==> config.mk <==
export PLATFORM = sky130hd
export DESIGN_NAME = rcb_refclk_buf
export DESIGN_NICKNAME = d
export VERILOG_FILES = /design/src/rcb_pkg.sv /design/src/rcb_aux_div.sv /design/src/rcb_pad_drive.sv /design/src/rcb_refclk_buf.sv
export SDC_FILE = /design/constraint.sdc
export NUM_CORES = 1
export LEC_CHECK = 0
export ABC_AREA = 1
export ABC_CLOCK_PERIOD_IN_PS = 1000
export BUFFER_PORTS_ARGS = -buffer_cell sky130_fd_sc_hd__buf_2
export CORE_MARGIN = 4
export CORE_UTILIZATION = 23
export DETAILED_ROUTE_END_ITERATION = 8
export PLACE_DENSITY_LB_ADDON = 0.12
export SYNTH_ARGS = -nofsm -noshare
export SYNTH_HDL_FRONTEND = slang
export SYNTH_SLANG_ARGS = --single-unit
==> constraint.sdc <==
create_clock -name mclk_i -period 1 [get_ports mclk_i]
set_input_delay 0.2 -clock mclk_i [delete_from_list [all_inputs] [get_ports mclk_i]]
set_output_delay 0.2 -clock mclk_i [all_outputs]
set_load 0.1 [all_outputs]
==> src/rcb_pkg.sv <==
// shared constants, types and field helpers of the reference clock buffer
package rcb_pkg;

	// ****************************************************************
	// register map
	// ****************************************************************
	localparam int          ADDR_W           = 16;
	localparam int          DATA_W           = 32;
	localparam logic [15:0] CTRL_ADDR        = 16'h0000;
	localparam logic [15:0] STATUS_ADDR      = 16'h0004;
	localparam logic [15:0] PAIR0_CFG_ADDR   = 16'h0DBF;
	localparam logic [15:0] PAIR1_CFG_ADDR   = 16'h0FBF;

	// ****************************************************************
	// field layout and reset values
	// ****************************************************************
	localparam int          DRIVE_EN_BIT     = 17;
	localparam int          SEL_LSB          = 13;
	localparam int          SEL_W            = 2;
	localparam int          CTRL_MODE_BIT    = 0;
	localparam int          CTRL_AUX_LSB     = 1;
	localparam int          NUM_CH           = 4;
	localparam int          PIN_W            = 10;
	localparam logic [31:0] CFG_RESET        = 32'h0000_0000;
	localparam logic        MODE_RESET       = 1'b0;
	localparam logic [1:0]  AUX_RESET        = 2'h0;

	// ****************************************************************
	// types
	// ****************************************************************
	typedef enum logic [1:0] {
		AUX_PASS = 2'h0,
		AUX_DIV2 = 2'h1,
		AUX_LOW  = 2'h2,
		AUX_RSVD = 2'h3
	} rcb_aux_e;

	typedef enum logic {
		MODE_INPUT,
		MODE_OUTPUT
	} rcb_mode_e;

	// source select field of a pair configuration word
	function automatic logic [1:0] rcb_sel_of(input logic [31:0] word);
		rcb_sel_of = word[SEL_LSB +: SEL_W];
	endfunction : rcb_sel_of

endpackage : rcb_pkg

==> src/rcb_aux_div.sv <==
// auxiliary clock output: pass, divide by two or constant low
`timescale 1ns/1ps
module rcb_aux_div (
	input  wire logic       mclk_i,
	input  wire logic       rst_b_i,
	input  wire logic       clk_level_i,
	input  wire logic       enabled_i,
	input  wire logic [1:0] sel_i,
	output logic            aux_o
);
	logic prev_q;
	logic div_q;
	logic rise;

	assign rise = clk_level_i & ~prev_q;

	always_ff @(posedge mclk_i or negedge rst_b_i) begin
		if (!rst_b_i) begin
			prev_q <= 1'b0;
		end else begin
			prev_q <= clk_level_i;
		end
	end

	// divider held low while powered down
	always_ff @(posedge mclk_i or negedge rst_b_i) begin
		if (!rst_b_i) begin
			div_q <= 1'b0;
		end else if (!enabled_i) begin
			div_q <= 1'b0;
		end else if (rise) begin
			div_q <= ~div_q;
		end
	end

	// reserved code drives low, the safest answer
	always_ff @(posedge mclk_i or negedge rst_b_i) begin
		if (!rst_b_i) begin
			aux_o <= 1'b0;
		end else if (!enabled_i) begin
			aux_o <= 1'b0;
		end else begin
			unique case (rcb_pkg::rcb_aux_e'(sel_i))
				rcb_pkg::AUX_PASS: aux_o <= clk_level_i;
				rcb_pkg::AUX_DIV2: aux_o <= div_q;
				rcb_pkg::AUX_LOW:  aux_o <= 1'b0;
				rcb_pkg::AUX_RSVD: aux_o <= 1'b0;
			endcase
		end
	end

	a_div_toggle: assert property (
		@(posedge mclk_i) disable iff (!rst_b_i)
		(enabled_i && rise) |=> (div_q != $past(div_q)))
		else $error("divider did not toggle on rising edge");

	a_div_idle: assert property (
		@(posedge mclk_i) disable iff (!rst_b_i)
		!enabled_i |=> !div_q)
		else $error("divider not held low while powered down");

	a_aux_select: assert property (
		@(posedge mclk_i) disable iff (!rst_b_i)
		(enabled_i && sel_i == 2'h0) |=> (aux_o == $past(clk_level_i)))
		else $error("aux pass mode does not follow clock");

	a_aux_low: assert property (
		@(posedge mclk_i) disable iff (!rst_b_i)
		(sel_i == 2'h2) |=> !aux_o)
		else $error("aux low mode not low");

endmodule : rcb_aux_div

==> src/rcb_pad_drive.sv <==
// one reference pad pair driven from a selected recovered clock
`timescale 1ns/1ps
module rcb_pad_drive (
	input  wire logic       mclk_i,
	input  wire logic       rst_b_i,
	input  wire logic [3:0] rec_clk_i,
	input  wire logic [1:0] sel_i,
	input  wire logic       drive_i,
	output logic            pos_o,
	output logic            neg_o,
	output logic            oe_n_o
);
	logic picked;

	assign picked = rec_clk_i[sel_i];

	// pads float (enable high) unless driving
	always_ff @(posedge mclk_i or negedge rst_b_i) begin
		if (!rst_b_i) begin
			pos_o  <= 1'b0;
			neg_o  <= 1'b0;
			oe_n_o <= 1'b1;
		end else begin
			pos_o  <= drive_i & picked;
			neg_o  <= drive_i & ~picked;
			oe_n_o <= ~drive_i;
		end
	end

	a_pad_route: assert property (
		@(posedge mclk_i) disable iff (!rst_b_i)
		drive_i |=> (!oe_n_o && pos_o == $past(rec_clk_i[sel_i])
			&& neg_o == !pos_o))
		else $error("pad pair does not carry selected clock");

	a_pad_release: assert property (
		@(posedge mclk_i) disable iff (!rst_b_i)
		!drive_i |=> (oe_n_o && !pos_o && !neg_o))
		else $error("pad pair driven while not enabled");

endmodule : rcb_pad_drive

==> src/rcb_refclk_buf.sv <==
// reference clock pad buffering, output routing and auxiliary output
//
// What this block does
// - input mode buffers pad clock toward PLLs
// - output mode drives chosen channel clock out
// - active-low enable; high powers buffer down
// - aux select: pass, half, low, reserved
// - pair 0 source field at bits 14:13
// - pair 1 source field, same encoding
// - per-pair select outputs mirror config fields
// - buffered clock feeds group reference inputs
`timescale 1ns/1ps
module rcb_refclk_buf (
	input  wire logic        mclk_i,
	input  wire logic        rst_b_i,
	// register port
	input  wire logic [15:0] addr_i,
	input  wire logic [31:0] wdata_i,
	input  wire logic        wr_i,
	input  wire logic        rd_i,
	output logic      [31:0] rdata_o,
	// pins
	input  wire logic        buffer_enable_n_i,
	input  wire logic        supply_good_flag_i,
	input  wire logic        recovered_clock_ch0_i,
	input  wire logic        recovered_clock_ch1_i,
	input  wire logic        recovered_clock_ch2_i,
	input  wire logic        recovered_clock_ch3_i,
	input  wire logic        ref_pair0_pos_i,
	input  wire logic        ref_pair0_neg_i,
	input  wire logic        ref_pair1_pos_i,
	input  wire logic        ref_pair1_neg_i,
	output logic             ref_pair0_pos_o,
	output logic             ref_pair0_neg_o,
	output logic             ref_pair0_oe_n_o,
	output logic             ref_pair1_pos_o,
	output logic             ref_pair1_neg_o,
	output logic             ref_pair1_oe_n_o,
	// toward the group
	output logic             group_refclk0_o,
	output logic             group_refclk1_o,
	output logic             aux_clock_out_o,
	output logic       [1:0] pair0_select_out_o,
	output logic       [1:0] pair1_select_out_o
);

	// ****************************************************************
	// pin synchronisers
	// ****************************************************************
	logic [rcb_pkg::PIN_W-1:0] pin_raw;
	logic [rcb_pkg::PIN_W-1:0] pin_meta_q;
	logic [rcb_pkg::PIN_W-1:0] pin_q;

	assign pin_raw = {buffer_enable_n_i, supply_good_flag_i,
		recovered_clock_ch3_i, recovered_clock_ch2_i,
		recovered_clock_ch1_i, recovered_clock_ch0_i,
		ref_pair1_neg_i, ref_pair1_pos_i,
		ref_pair0_neg_i, ref_pair0_pos_i};

	// enable is asynchronous at the pin; two stages tame it
	always_ff @(posedge mclk_i or negedge rst_b_i) begin
		if (!rst_b_i) begin
			pin_meta_q <= '1;
			pin_q      <= '1;
		end else begin
			pin_meta_q <= pin_raw;
			pin_q      <= pin_meta_q;
		end
	end

	logic       enable_n;
	logic       supply_good;
	logic [3:0] rec_clk;
	logic       pad0_pos;
	logic       pad0_neg;
	logic       pad1_pos;
	logic       pad1_neg;

	assign pad0_pos    = pin_q[0];
	assign pad0_neg    = pin_q[1];
	assign pad1_pos    = pin_q[2];
	assign pad1_neg    = pin_q[3];
	assign rec_clk     = pin_q[7:4];
	assign supply_good = pin_q[8];
	assign enable_n    = pin_q[9];

	// ****************************************************************
	// registers
	// ****************************************************************
	logic        mode_q;
	logic [1:0]  aux_sel_q;
	logic [31:0] pair0_cfg_q;
	logic [31:0] pair1_cfg_q;
	logic        wr_ctrl;
	logic        wr_pair0;
	logic        wr_pair1;

	assign wr_ctrl  = wr_i && (addr_i == rcb_pkg::CTRL_ADDR);
	assign wr_pair0 = wr_i && (addr_i == rcb_pkg::PAIR0_CFG_ADDR);
	assign wr_pair1 = wr_i && (addr_i == rcb_pkg::PAIR1_CFG_ADDR);

	// direction is rewritten, with the aux select, on every CTRL write
	always_ff @(posedge mclk_i or negedge rst_b_i) begin
		if (!rst_b_i) begin
			mode_q    <= rcb_pkg::MODE_RESET;
			aux_sel_q <= rcb_pkg::AUX_RESET;
		end else if (wr_ctrl) begin
			mode_q    <= wdata_i[rcb_pkg::CTRL_MODE_BIT];
			aux_sel_q <= wdata_i[rcb_pkg::CTRL_AUX_LSB +: 2];
		end
	end

	// only the drive enable and source select are kept
	always_ff @(posedge mclk_i or negedge rst_b_i) begin
		if (!rst_b_i) begin
			pair0_cfg_q <= rcb_pkg::CFG_RESET;
		end else if (wr_pair0) begin
			pair0_cfg_q <= '0;
			pair0_cfg_q[rcb_pkg::DRIVE_EN_BIT] <=
				wdata_i[rcb_pkg::DRIVE_EN_BIT];
			pair0_cfg_q[rcb_pkg::SEL_LSB +: rcb_pkg::SEL_W] <=
				rcb_pkg::rcb_sel_of(wdata_i);
		end
	end

	always_ff @(posedge mclk_i or negedge rst_b_i) begin
		if (!rst_b_i) begin
			pair1_cfg_q <= rcb_pkg::CFG_RESET;
		end else if (wr_pair1) begin
			pair1_cfg_q <= '0;
			pair1_cfg_q[rcb_pkg::DRIVE_EN_BIT] <=
				wdata_i[rcb_pkg::DRIVE_EN_BIT];
			pair1_cfg_q[rcb_pkg::SEL_LSB +: rcb_pkg::SEL_W] <=
				rcb_pkg::rcb_sel_of(wdata_i);
		end
	end

	// ****************************************************************
	// read port
	// ****************************************************************
	logic [31:0] rdata_d;
	logic [31:0] status_word;

	// supply good is shown so software can gate its consumers
	assign status_word = {28'h0, rec_clk[3:0] == 4'h0, aux_clock_out_o,
		supply_good, ~enable_n};

	always_comb begin
		rdata_d = 32'h0000_0000;
		unique case (addr_i)
			rcb_pkg::CTRL_ADDR:
				rdata_d = {29'h0, aux_sel_q, mode_q};
			rcb_pkg::STATUS_ADDR:    rdata_d = status_word;
			rcb_pkg::PAIR0_CFG_ADDR: rdata_d = pair0_cfg_q;
			rcb_pkg::PAIR1_CFG_ADDR: rdata_d = pair1_cfg_q;
			default:                 rdata_d = 32'h0000_0000;
		endcase
	end

	always_ff @(posedge mclk_i or negedge rst_b_i) begin
		if (!rst_b_i) begin
			rdata_o <= 32'h0000_0000;
		end else if (rd_i) begin
			rdata_o <= rdata_d;
		end else begin
			rdata_o <= 32'h0000_0000;
		end
	end

	// ****************************************************************
	// input mode path
	// ****************************************************************
	logic in_mode;
	logic buf0;
	logic buf1;

	assign in_mode = (mode_q == rcb_pkg::MODE_INPUT) && !enable_n;
	assign buf0    = pad0_pos & ~pad0_neg;
	assign buf1    = pad1_pos & ~pad1_neg;

	// powered-down buffer gives a quiet low, never a stale level
	always_ff @(posedge mclk_i or negedge rst_b_i) begin
		if (!rst_b_i) begin
			group_refclk0_o <= 1'b0;
			group_refclk1_o <= 1'b0;
		end else begin
			group_refclk0_o <= in_mode & buf0;
			group_refclk1_o <= in_mode & buf1;
		end
	end

	rcb_aux_div u_aux (
		.mclk_i      (mclk_i),
		.rst_b_i     (rst_b_i),
		.clk_level_i (buf0),
		.enabled_i   (in_mode),
		.sel_i       (aux_sel_q),
		.aux_o       (aux_clock_out_o)
	);

	// ****************************************************************
	// output mode path
	// ****************************************************************
	logic out_mode;
	logic drive0;
	logic drive1;

	assign out_mode = (mode_q == rcb_pkg::MODE_OUTPUT) && !enable_n;
	// pad drive bit is ignored in input mode
	assign drive0 = out_mode && pair0_cfg_q[rcb_pkg::DRIVE_EN_BIT];
	assign drive1 = out_mode && pair1_cfg_q[rcb_pkg::DRIVE_EN_BIT];

	always_ff @(posedge mclk_i or negedge rst_b_i) begin
		if (!rst_b_i) begin
			pair0_select_out_o <= 2'h0;
			pair1_select_out_o <= 2'h0;
		end else begin
			pair0_select_out_o <= rcb_pkg::rcb_sel_of(pair0_cfg_q);
			pair1_select_out_o <= rcb_pkg::rcb_sel_of(pair1_cfg_q);
		end
	end

	rcb_pad_drive u_pad0 (
		.mclk_i    (mclk_i),
		.rst_b_i   (rst_b_i),
		.rec_clk_i (rec_clk),
		.sel_i     (rcb_pkg::rcb_sel_of(pair0_cfg_q)),
		.drive_i   (drive0),
		.pos_o     (ref_pair0_pos_o),
		.neg_o     (ref_pair0_neg_o),
		.oe_n_o    (ref_pair0_oe_n_o)
	);

	rcb_pad_drive u_pad1 (
		.mclk_i    (mclk_i),
		.rst_b_i   (rst_b_i),
		.rec_clk_i (rec_clk),
		.sel_i     (rcb_pkg::rcb_sel_of(pair1_cfg_q)),
		.drive_i   (drive1),
		.pos_o     (ref_pair1_pos_o),
		.neg_o     (ref_pair1_neg_o),
		.oe_n_o    (ref_pair1_oe_n_o)
	);

	// ****************************************************************
	// checks
	// ****************************************************************
	a_ref_follow: assert property (
		@(posedge mclk_i) disable iff (!rst_b_i)
		in_mode |=> (group_refclk0_o == $past(buf0)
			&& group_refclk1_o == $past(buf1)))
		else $error("group reference does not follow pad clock");

	a_power_down: assert property (
		@(posedge mclk_i) disable iff (!rst_b_i)
		enable_n [*2] |-> (!group_refclk0_o && !group_refclk1_o
			&& !aux_clock_out_o && ref_pair0_oe_n_o && ref_pair1_oe_n_o))
		else $error("outputs active while buffer powered down");

	a_sel_mirror: assert property (
		@(posedge mclk_i) disable iff (!rst_b_i)
		wr_pair0 |=> ##1 (pair0_select_out_o ==
			$past(wdata_i[14:13], 2)))
		else $error("pair 0 select output does not follow field");

	a_sel_pair1: assert property (
		@(posedge mclk_i) disable iff (!rst_b_i)
		wr_pair1 |=> (pair1_cfg_q[14:13] == $past(wdata_i[14:13])))
		else $error("pair 1 select field not stored");

	a_no_drive_in: assert property (
		@(posedge mclk_i) disable iff (!rst_b_i)
		(mode_q == rcb_pkg::MODE_INPUT) [*2] |->
			(ref_pair0_oe_n_o && ref_pair1_oe_n_o))
		else $error("pads driven in input mode");

	a_read_cfg: assert property (
		@(posedge mclk_i) disable iff (!rst_b_i)
		(rd_i && addr_i == rcb_pkg::PAIR0_CFG_ADDR) |=>
			(rdata_o[14:13] == $past(pair0_cfg_q[14:13])))
		else $error("pair 0 config read back wrong");

	a_out_quiet: assert property (
		@(posedge mclk_i) disable iff (!rst_b_i)
		out_mode |=> (!group_refclk0_o && !group_refclk1_o))
		else $error("group reference active in output mode");

	a_status_read: assert property (
		@(posedge mclk_i) disable iff (!rst_b_i)
		(rd_i && addr_i == rcb_pkg::STATUS_ADDR) |=> (rdata_o[1] ==
			$past(supply_good) && rdata_o[0] == !$past(enable_n)))
		else $error("status read does not show supply and enable");

	a_sel_out1: assert property (
		@(posedge mclk_i) disable iff (!rst_b_i)
		wr_pair1 |=> ##1 (pair1_select_out_o ==
			$past(wdata_i[14:13], 2)))
		else $error("pair 1 select output does not follow field");

endmodule : rcb_refclk_buf

==> flow_metrics.py, run 1 <==
metrics = {
    "sta": {
        "setup_ws_ns": -0.283,
        "max_freq_ghz": 0.779,
        "fin_crit_ns": 1.28,
        "finalClockSkew_ns": 0.00890,
        "hold_viol": 0,
        "finalSetupViolCount": 25,
        "period_share": 1.28,
        "rsz0062_at_grt": "true",
        "drv_slew": 0,
    },
    "critical_path": {
        "r2r-start": "pin_q[4]$_DFF_PN1_",
        "critPathBufInv": 1,
        "critPathTopFamily": "flip-flops",
        "cp.required_ns": 0.80,
        "crit_path_max_fanout": 1,
        "crit_path_cell_trace": "buf_12",
        "cp-startpoint": "u_pad1.oe_n_o$_DFF_PN1_",
        "slowest_delay_ns": 0.63,
        "end_kind": "output port",
        "worstPathArrival_ns": 1.08,
        "crit_slowest_cell": "dfstp_4",
        "critPathKind": "reg2out",
        "start_kind": "flop",
        "rrSetupSlack_ns": -0.10,
    },
    "pwr": {
        "power_density_mw_per_mm2": 1200,
        "peakVddDrop_mv": 0.632,
        "power.leakage_uw": 0.00147,
        "finalPower_uw": 3940,
    },
    "detailed_routing": {
        "post_drt_wl_per_cell_um": 11.2,
        "avgViaCountPerCell": 3.88,
        "routed_wl_um": 4500,
        "firstDrtPassIters": 4,
        "ant_nets": 0,
        "vias": 1563,
        "post-route-drc-count": 0,
        "drt_iter0_markers": 51,
    },
    "synthesis": {
        "synth_seq_area_share": 0.618,
        "synth_top_area_frac": 0.344,
        "synth_area_sq_mm": 0.00211,
        "syn_inst": 202,
        "syn_area_per_cell_sq_um": 10.4,
        "synth_cell_type_count": 24,
        "ys_warn_count": 0,
        "yosys.area.top_type": "dfrtp_1",
        "synth.area.top_cells": "dfrtp_1 (34%), dfstp_2 (27%), buf_4 (8.9%)",
        "ys_ff_latch": 51,
    },
    "hold_path": {
        "hp-start": "wdata_i[2]",
        "hp-class": "in2reg",
    },
    "finish": {
        "fin_util": 0.372,
        "regArea_sq_mm": 0.00133,
        "multiInputGateArea_sq_um": 763,
        "drive_gt1_frac": 0.549,
        "final_cell_mix": "buf_2 (35), conb_1 (25), buf_12 (23)",
        "finalNetCount": 356,
        "area_growth_pct": 55.2,
        "num_antenna_cells": 0,
        "fillers": 878,
        "final_common_cell": "buf_2",
    },
    "floorplan": {
        "initial_utilization": 0.240,
        "io_pins": 107,
        "core_area_sq_mm": 0.00881,
        "row_count": 34,
        "die_h_um": 104,
        "fp.dieW_um": 104,
        "fp.dieArea_sq_mm": 0.0108,
    },
    "run_status": {
        "status": "finished with violations",
        "violations": "setup timing",
    },
    "placement": {
        "numPortBuffers": 55,
        "dp_slack_ns": -0.247,
        "place_hpwl_um": 3540,
        "finalWeightedCongestion": 0.702,
    },
    "clock_tree": {
        "cts.reportedPaths.clkPinSlew_ns": 0.08,
        "cts_tree": "yes",
        "clk_latency_ns": 0.29,
        "cts_buffer_depth": 2,
        "cts_max_level": 2,
        "cts_made_buffers": 5,
        "numClockSinks": 51,
        "root_buffer": "clkbuf_8",
    },
    "global_route": {
        "grt_antenna_before_repair": 0,
        "grt_pass1_vias": 1500,
        "grt_max_degree": 21,
        "grt-ovfl-total": 0,
        "grt_pass1_wl_um": 7310,
        "grt_usage": 0.0851,
    },
    "run": {
        "maxCapViolations": 0,
    },
}
-- per-stage QoR --
step	hold slack (ns)	area, sq um	setup TNS [ns]	cells
2_1_floorplan	-0.0956	2240	-0.0455	226
3_3_place_gp	0.133	2900	-3.32	377
3_5_place_dp	0.139	2900	-3.63	377
4_1_cts	0.116	3190	-2.72	401
5_1_grt	0.120	3280	-3.35	403
6_report	0.128	3280	-2.19	403
-- final timing paths --
path                            cells past startpoint                  endpoint
worst max-delay path                                1          ref_pair1_oe_n_o
worst max register to register                      2      rdata_o[3]$_DFF_PN0_
max in group asynchronous                           3        pin_q[8]$_DFF_PN1_
min in group asynchronous                           2    u_pad1.pos_o$_DFF_PN0_
worst min-delay path                                3  aux_sel_q[1]$_DFFE_PN0P_
worst min register to register                      0        pin_q[5]$_DFF_PN1_
-- synth_stat cells --
master     instances
conb_1             1
nand2_4            1
o21ai_0           15
nor2_1            22
dfstp_2           22
or3_1              1
nand2_1           24
nor2_2             4
nor2_4             5
nand2_2            4
inv_1             21
nor2b_1            2
dfrtp_1           29
nor4_1             1
nand4_1            2
a2111oi_0          1
a21oi_1            2
nor3_1             1
nand4_2            1
buf_4             25
nand3_1           10
o21ai_1            4
nor3b_1            2
o22ai_1            2
-- per-layer routing --
layer | up-vias | track usage | part of all wire
li1 | 778 | - | -
met1 | 719 | 0.0987 | 0.40
met2 | 62 | 0.147 | 0.51
met3 | 4 | 0.0292 | 0.077
met4 | 0 | 0.0285 | 0.011
met5 | - | 0 | 0
-- sequential cells by signal, summed over array words and instances, names as in the netlist, 2 cells and up --
signal / count
pair0_cfg_q: 3
rdata_o: 7
pair0_select_out_o: 2
pair1_cfg_q: 3
pin_q: 10
pair1_select_out_o: 2
pin_meta_q: 10
aux_sel_q: 2
-- cell families after synthesis --
kind of cell,count (synthesis),share of synthesized area
other,1,0.00178
flip-flops,51,0.618
AND/OR/NAND/NOR,80,0.194
buffers and inverters,46,0.126
AO/OA/AOI/OAI,24,0.0599
-- worst reg2reg max path, cell delays in order (launching register included) --
cell and delay, ns:
dfstp_2 0.40, or3_4 0.40, nor4_4 0.21
-- repair_timing --
item	in CTS	in global routing
buffers inserted	5	3
pin swaps	6	17
resized for setup	18	26
hold buffers	11	0
setup endpoints to repair	28	40
endpoints found under the hold margin	19	0
cloned	0	0
-- where the power goes --
part           switching (uW)  internal, uW  total, uW
Clock                     610           492       1100
Sequential               22.4          2140       2160
Combinational             539           135        675
Total                    1170          2760       3940
-- final cells by class --
class                   instances  share of cell area
clock inverters                 1             0.00153
clock buffers                   7              0.0233
multi-input cells             129               0.233
inverters                      21              0.0241
flip-flops and latches         51               0.407
well taps                     108              0.0412
repair buffers                 86               0.270
Power figures use the tool's default switching activity.
==> run 2: changes to the inputs <==
CELL_PAD_IN_SITES_DETAIL_PLACEMENT = 1   (was not set)
CELL_PAD_IN_SITES_GLOBAL_PLACEMENT = 1   (was not set)
SKIP_CTS_REPAIR_TIMING = 1   (was not set)
==> run 2 against run 1 <==
  * The run still ends with setup timing left
  * Cell count is 0.74% higher
  * Combinational power hardly changed
  * Non-clock buffer count is 3 higher
  * Via count is 2.6% higher
  * Routed wire length is 9.2% higher
  * Sequential share of layout area is 0.51 points lower
  * Register-to-register slack hardly changed
  * Global-route usage is 0.88 points higher
  * Setup slack worse by 0.039 ns
  * Clock power is 12% higher
  * Power is 3.1% higher
  * Critical path type unchanged
  * Largest cell class unchanged
==> flow_metrics.py, run 2 (synthesis gave the netlist of run 1 again) <==
metrics = {
    "finish": {
        "area_growth_pct": 57.5,
        "final_cell_mix": "buf_2 (35), conb_1 (25), buf_12 (22)",
        "num_antenna_cells": 0,
        "finalNetCount": 359,
        "design_area_sq_mm": 0.00332,
        "top_regs": "pin_meta_q: 10 flops, pin_q: 10 flops, rdata_o: 7 flops",
        "drive_gt1_frac": 0.584,
        "final_common_cell": "buf_2",
    },
    "floorplan": {
        "io_pins": 107,
        "die_h_um": 104,
        "initial_utilization": 0.240,
        "fp.dieW_um": 104,
        "row_count": 34,
        "core_area_sq_mm": 0.00881,
        "fp.dieArea_sq_mm": 0.0108,
    },
    "pwr": {
        "seq_power_share": 0.532,
        "peakVddDrop_mv": 0.627,
        "p_sw_uw": 1290,
        "power_density_mw_per_mm2": 1220,
        "p_int_uw": 2770,
        "pwr-share-comb": 0.166,
        "sw_frac_of_total": 0.318,
        "p_clk_frac": 0.302,
        "power.leakage_uw": 0.00147,
    },
    "detailed_routing": {
        "avgViaCountPerCell": 3.95,
        "ant_nets": 0,
        "routed_wl_um": 4920,
        "drt_iter0_markers": 29,
        "post_drt_wl_per_cell_um": 12.1,
        "post-route-drc-count": 0,
        "firstDrtPassIters": 3,
        "vias": 1604,
    },
    "global_route": {
        "grt_max_degree": 52,
        "grt_usage": 0.0939,
        "grt_pass1_vias": 1652,
        "grt_antenna_before_repair": 0,
        "grt_pass1_wl_um": 8220,
        "grt-ovfl-total": 0,
    },
    "clock_tree": {
        "clk_latency_ns": 0.31,
        "numClockSinks": 51,
        "root_buffer": "clkbuf_8",
        "cts_max_level": 2,
        "cts.reportedPaths.clkPinSlew_ns": 0.10,
        "cts_tree": "yes",
        "cts_made_buffers": 5,
        "cts_buffer_depth": 2,
    },
    "sta": {
        "fin_crit_ns": 1.32,
        "finalSetupViolCount": 23,
        "setup_ws_ns": -0.322,
        "hold_viol": 0,
        "max_freq_ghz": 0.756,
        "rsz0062_at_grt": "true",
        "finalClockSkew_ns": 0.00579,
        "drv_slew": 0,
        "period_share": 1.32,
        "whs_ns": 0.103,
    },
    "placement": {
        "finalWeightedCongestion": 0.680,
        "placed_area_sq_mm": 0.00292,
        "numPortBuffers": 55,
        "place_hpwl_um": 3790,
    },
    "run_status": {
        "violations": "setup timing",
        "status": "finished with violations",
    },
    "critical_path": {
        "cp.required_ns": 0.80,
        "end_kind": "output port",
        "critPathBufInv": 1,
        "worstPathArrival_ns": 1.12,
        "rrSetupSlack_ns": -0.10,
        "cp-startpoint": "u_pad1.oe_n_o$_DFF_PN1_",
        "r2r-start": "pin_q[0]$_DFF_PN1_",
        "crit_slowest_cell": "dfstp_4",
        "critPathTopFamily": "flip-flops",
        "start_kind": "flop",
        "crit_path_max_fanout": 1,
        "crit_path_cell_trace": "buf_12",
        "slowest_delay_ns": 0.65,
        "critPathKind": "reg2out",
    },
    "hold_path": {
        "hp-start": "wdata_i[2]",
        "hp-class": "in2reg",
    },
    "run": {
        "maxCapViolations": 0,
    },
}
run 2: worst register-to-register path: stages (launching register included):
cell and delay [ns]:
dfstp_2 0.54, inv_2 0.04, nor2_4 0.10, nor2_1 0.06
a2111oi_2 0.24
run 2: path summary, 6_finish.rpt:
path,end,cells past startpoint
max in group asynchronous,pin_q[9]$_DFF_PN1_,3
min reg2reg,pin_q[4]$_DFF_PN1_,0
min,aux_sel_q[1]$_DFFE_PN0P_,3
min in group asynchronous,pair1_select_out_o[0]$_DFF_PN0_,3
max reg2reg,u_aux.aux_o$_DFF_PN0_,4
max,ref_pair1_oe_n_o,1
run 2: final cells by class:
type                       instances  area, sq um
timing repair buffer              89          902
sequential                        51         1340
clock inverter                     3         23.8
fill                             973         5480
inverter                          21         81.3
clock buffer                       5         68.8
tap                              108          135
multi-input combinational        129          777
run 2: power by group through the flow:
stage,Combinational (uW),Sequential [uW],Clock [uW]
final,675,2160,1230
after global routing,714,2160,1390
after CTS,623,2150,1300
after detailed placement,622,2190,0
after global placement,620,2190,0
after floorplan,533,2190,0
run 2: metal layers:
| layer | global-route usage | wire length, um | vias to the layer above |
|---|---|---|---|
| met3 | 0.0236 | 319 | 5 |
| met4 | 0.0399 | 94 | 0 |
| met1 | 0.121 | 2150 | 767 |
| met5 | 0 | 0 | - |
| li1 | - | - | 776 |
| met2 | 0.150 | 2350 | 56 |
run 2: through the flow:
stage	setup slack (ns)	util	power, uW	TNS (ns)	std cells
after floorplan	-0.0369	-	2720	-0.0455	226
after global placement	-0.304	0.332	2810	-3.63	382
after detailed placement	-0.315	0.332	2810	-4.13	382
after CTS	-0.346	0.342	4080	-3.57	390
after global routing	-0.378	0.378	4270	-3.61	406
final	-0.322	0.378	4060	-2.56	406
==> run 3: changes to the inputs <==
SYNTH_HIERARCHICAL = 1   (was not set)
==> run 3 against run 2 <==
  * The run still ends with setup timing left
  * Global-route usage increased by 0.095 points
  * Setup slack gained 0.022 ns
  * Sequential power about the same
  * Die area grew 7.2%
  * Non-clock buffer count decreased by 7
  * Design area up 2.9%
  * Routed wire length up 8.0%
  * Utilization decreased by 2.4 points
  * Critical endpoint is now ref_pair0_oe_n_o
  * Highest routed layer unchanged
==> flow_metrics.py, run 3 <==
metrics = {
    "pwr": {
        "power.leakage_uw": 0.00158,
        "peakVddDrop_mv": 0.582,
        "power_density_mw_per_mm2": 1250,
        "finalPower_uw": 4290,
    },
    "sta": {
        "period_share": 1.30,
        "rsz0062_at_grt": "true",
        "drv_slew": 0,
        "hold_viol": 0,
        "fin_crit_ns": 1.30,
        "setup_ws_ns": -0.301,
        "max_freq_ghz": 0.769,
        "finalClockSkew_ns": 0.00564,
        "finalSetupViolCount": 24,
    },
    "critical_path": {
        "cp.required_ns": 0.80,
        "critPathKind": "reg2out",
        "worstPathArrival_ns": 1.10,
        "end_kind": "output port",
        "r2r-start": "pin_q[6]$_DFF_PN1_",
        "crit_slowest_cell": "dfstp_4",
        "slowest_delay_ns": 0.63,
        "critPathTopFamily": "flip-flops",
        "crit_path_cell_trace": "buf_12",
        "rrSetupSlack_ns": -0.04,
        "critPathBufInv": 1,
        "cp.depth": 1,
        "r2r_cells": 6,
        "crit_end": "ref_pair0_oe_n_o",
        "start_kind": "flop",
        "r2r-end": "u_pad1/neg_o$_DFF_PN0_",
        "crit_path_max_fanout": 1,
        "cp-startpoint": "u_pad0/oe_n_o$_DFF_PN1_",
    },
    "clock_tree": {
        "cts.reportedPaths.clkPinSlew_ns": 0.10,
        "clk_latency_ns": 0.30,
        "cts_max_level": 2,
        "cts_tree": "yes",
        "cts_made_buffers": 5,
        "numClockSinks": 51,
        "root_buffer": "clkbuf_8",
        "cts_buffer_depth": 2,
    },
    "synthesis": {
        "synthTopCellsByCount": "nand2_1 (46), dfrtp_1 (29), inv_1 (28)",
        "ys_warn_count": 6,
        "synth_top_area_frac": 0.319,
        "synth_area_sq_mm": 0.00227,
        "synth_cell_type_count": 27,
        "synth_flop_cell": "dfrtp_1",
        "synth.area.top_cells": "dfrtp_1 (32%), dfstp_2 (25%), buf_4 (8.3%)",
        "ys_ff_latch": 51,
        "syn_area_per_cell_sq_um": 9.89,
        "synth_edf_count": 0,
        "synth_seq_area_share": 0.573,
        "yosys.area.top_type": "dfrtp_1",
        "synthMostInstantiatedCell": "nand2_1",
        "synthArstFlopShare": 1.00,
        "syn_inst": 230,
    },
    "placement": {
        "finalWeightedCongestion": 0.704,
        "placed_area_sq_mm": 0.00304,
        "place_hpwl_um": 4030,
        "dp.cells": 426,
        "numPortBuffers": 55,
    },
    "finish": {
        "area_growth_pct": 50.4,
        "finalNetCount": 380,
        "final_cell_mix": "nand2_1 (42), buf_2 (35), conb_1 (25)",
        "final_common_cell": "nand2_1",
        "design_area_sq_mm": 0.00342,
        "top_regs": "pin_meta_q: 10 flops, pin_q: 10 flops, rdata_o: 7 flops",
        "fin_util": 0.353,
        "num_antenna_cells": 0,
        "stdcell_count": 452,
        "drive_gt1_frac": 0.527,
    },
    "floorplan": {
        "fp.dieW_um": 107,
        "core_area_sq_mm": 0.00968,
        "die_h_um": 107,
        "fp.dieArea_sq_mm": 0.0115,
        "initial_utilization": 0.235,
        "row_count": 36,
        "io_pins": 107,
    },
    "detailed_routing": {
        "post-route-drc-count": 0,
        "avgViaCountPerCell": 3.73,
        "drt_iter0_markers": 21,
        "firstDrtPassIters": 2,
        "ant_nets": 0,
        "routed_wl_um": 5310,
        "vias": 1687,
        "post_drt_wl_per_cell_um": 11.8,
    },
    "global_route": {
        "grt-ovfl-total": 0,
        "grt_pass1_vias": 1701,
        "grt_usage": 0.0949,
        "grt_pass1_wl_um": 8560,
        "grt_antenna_before_repair": 0,
        "grt_max_degree": 25,
    },
    "run_status": {
        "violations": "setup timing",
        "status": "finished with violations",
    },
    "run": {
        "maxCapViolations": 0,
    },
    "hold_path": {
        "hp-class": "in2reg",
    },
}
-- run 3: cell types whose count changed after synthesis, sizes merged, moves of 2 or more --
| cell | delta |
|---|---|
| o21ai | -8 |
| nor2 | -3 |
| inv | +9 |
| nand2 | +23 |
| nand3 | +9 |
| o22ai | -2 |
| nor2b | -2 |
-- run 3: worst min-delay path by stage --
stage	start	to	cells past startpoint
3_5_place_dp	rst_b_i	pair1_select_out_o[0]$_DFF_PN0_	1
6_report	wdata_i[1]	aux_sel_q[0]$_DFFE_PN0P_	3
2_1_floorplan	rst_b_i	aux_sel_q[0]$_DFFE_PN0P_	0
5_1_grt	wdata_i[0]	mode_q$_DFFE_PN0P_	3
3_3_place_gp	rst_b_i	pair1_select_out_o[0]$_DFF_PN0_	1
4_1_cts	rst_b_i	pair1_select_out_o[0]$_DFF_PN0_	1
-- run 3: metal layers --
metal  GRT usage  part of all wire  vias to the layer above
met4      0.0271             0.011                        0
met1       0.132              0.44                      788
li1            -                 -                      839
met5           0                 0                        -
met3      0.0270             0.072                        5
met2       0.144              0.47                       55
-- run 3: power by group --
group          total (uW)  internal (uW)  switching, uW
Combinational         706            141            565
Sequential           2160           2140           26.6
Clock                1420            724            701
Total                4290           3000           1290
-- run 3: area by class of cell --
type | instances | area (sq um)
clock buffers | 7 | 108
clock inverters | 1 | 8.76
fillers | 1096 | 6260
inverters | 30 | 113
multi-input cells | 148 | 852
flip-flops and latches | 51 | 1340
well taps | 133 | 166
repair buffers | 82 | 838
-- run 3: logic make-up (layout without fill, tap and decap cells) --
group | count (synthesis) | count (layout) | synth area share
flops | 51 | 51 | 0.573
simple gates | 108 | 108 | 0.252
compound gates | 15 | 15 | 0.0407
other cells | 1 | 25 | 0.00165
buf+inv | 55 | 120 | 0.132
-- run 3: metrics by stage --
| step | TNS (ns) | setup slack [ns] | hold WS, ns |
|---|---|---|---|
| after floorplan | 0 | 0.0155 | -0.0956 |
| after global placement | -3.29 | -0.230 | 0.0766 |
| after detailed placement | -3.62 | -0.250 | 0.0770 |
| after CTS | -3.03 | -0.324 | -0.255 |
| after global routing | -3.42 | -0.345 | 0.128 |
| final | -2.33 | -0.301 | 0.114 |
-- run 3: worst register-to-register path, cell delays in order, from the launching register on --
cell	delay, ns
dfstp_2	0.57
buf_6	0.11
inv_2	0.03
nand2_1	0.04
nand3_1	0.06
nand2_1	0.08
nor2_2	0.03
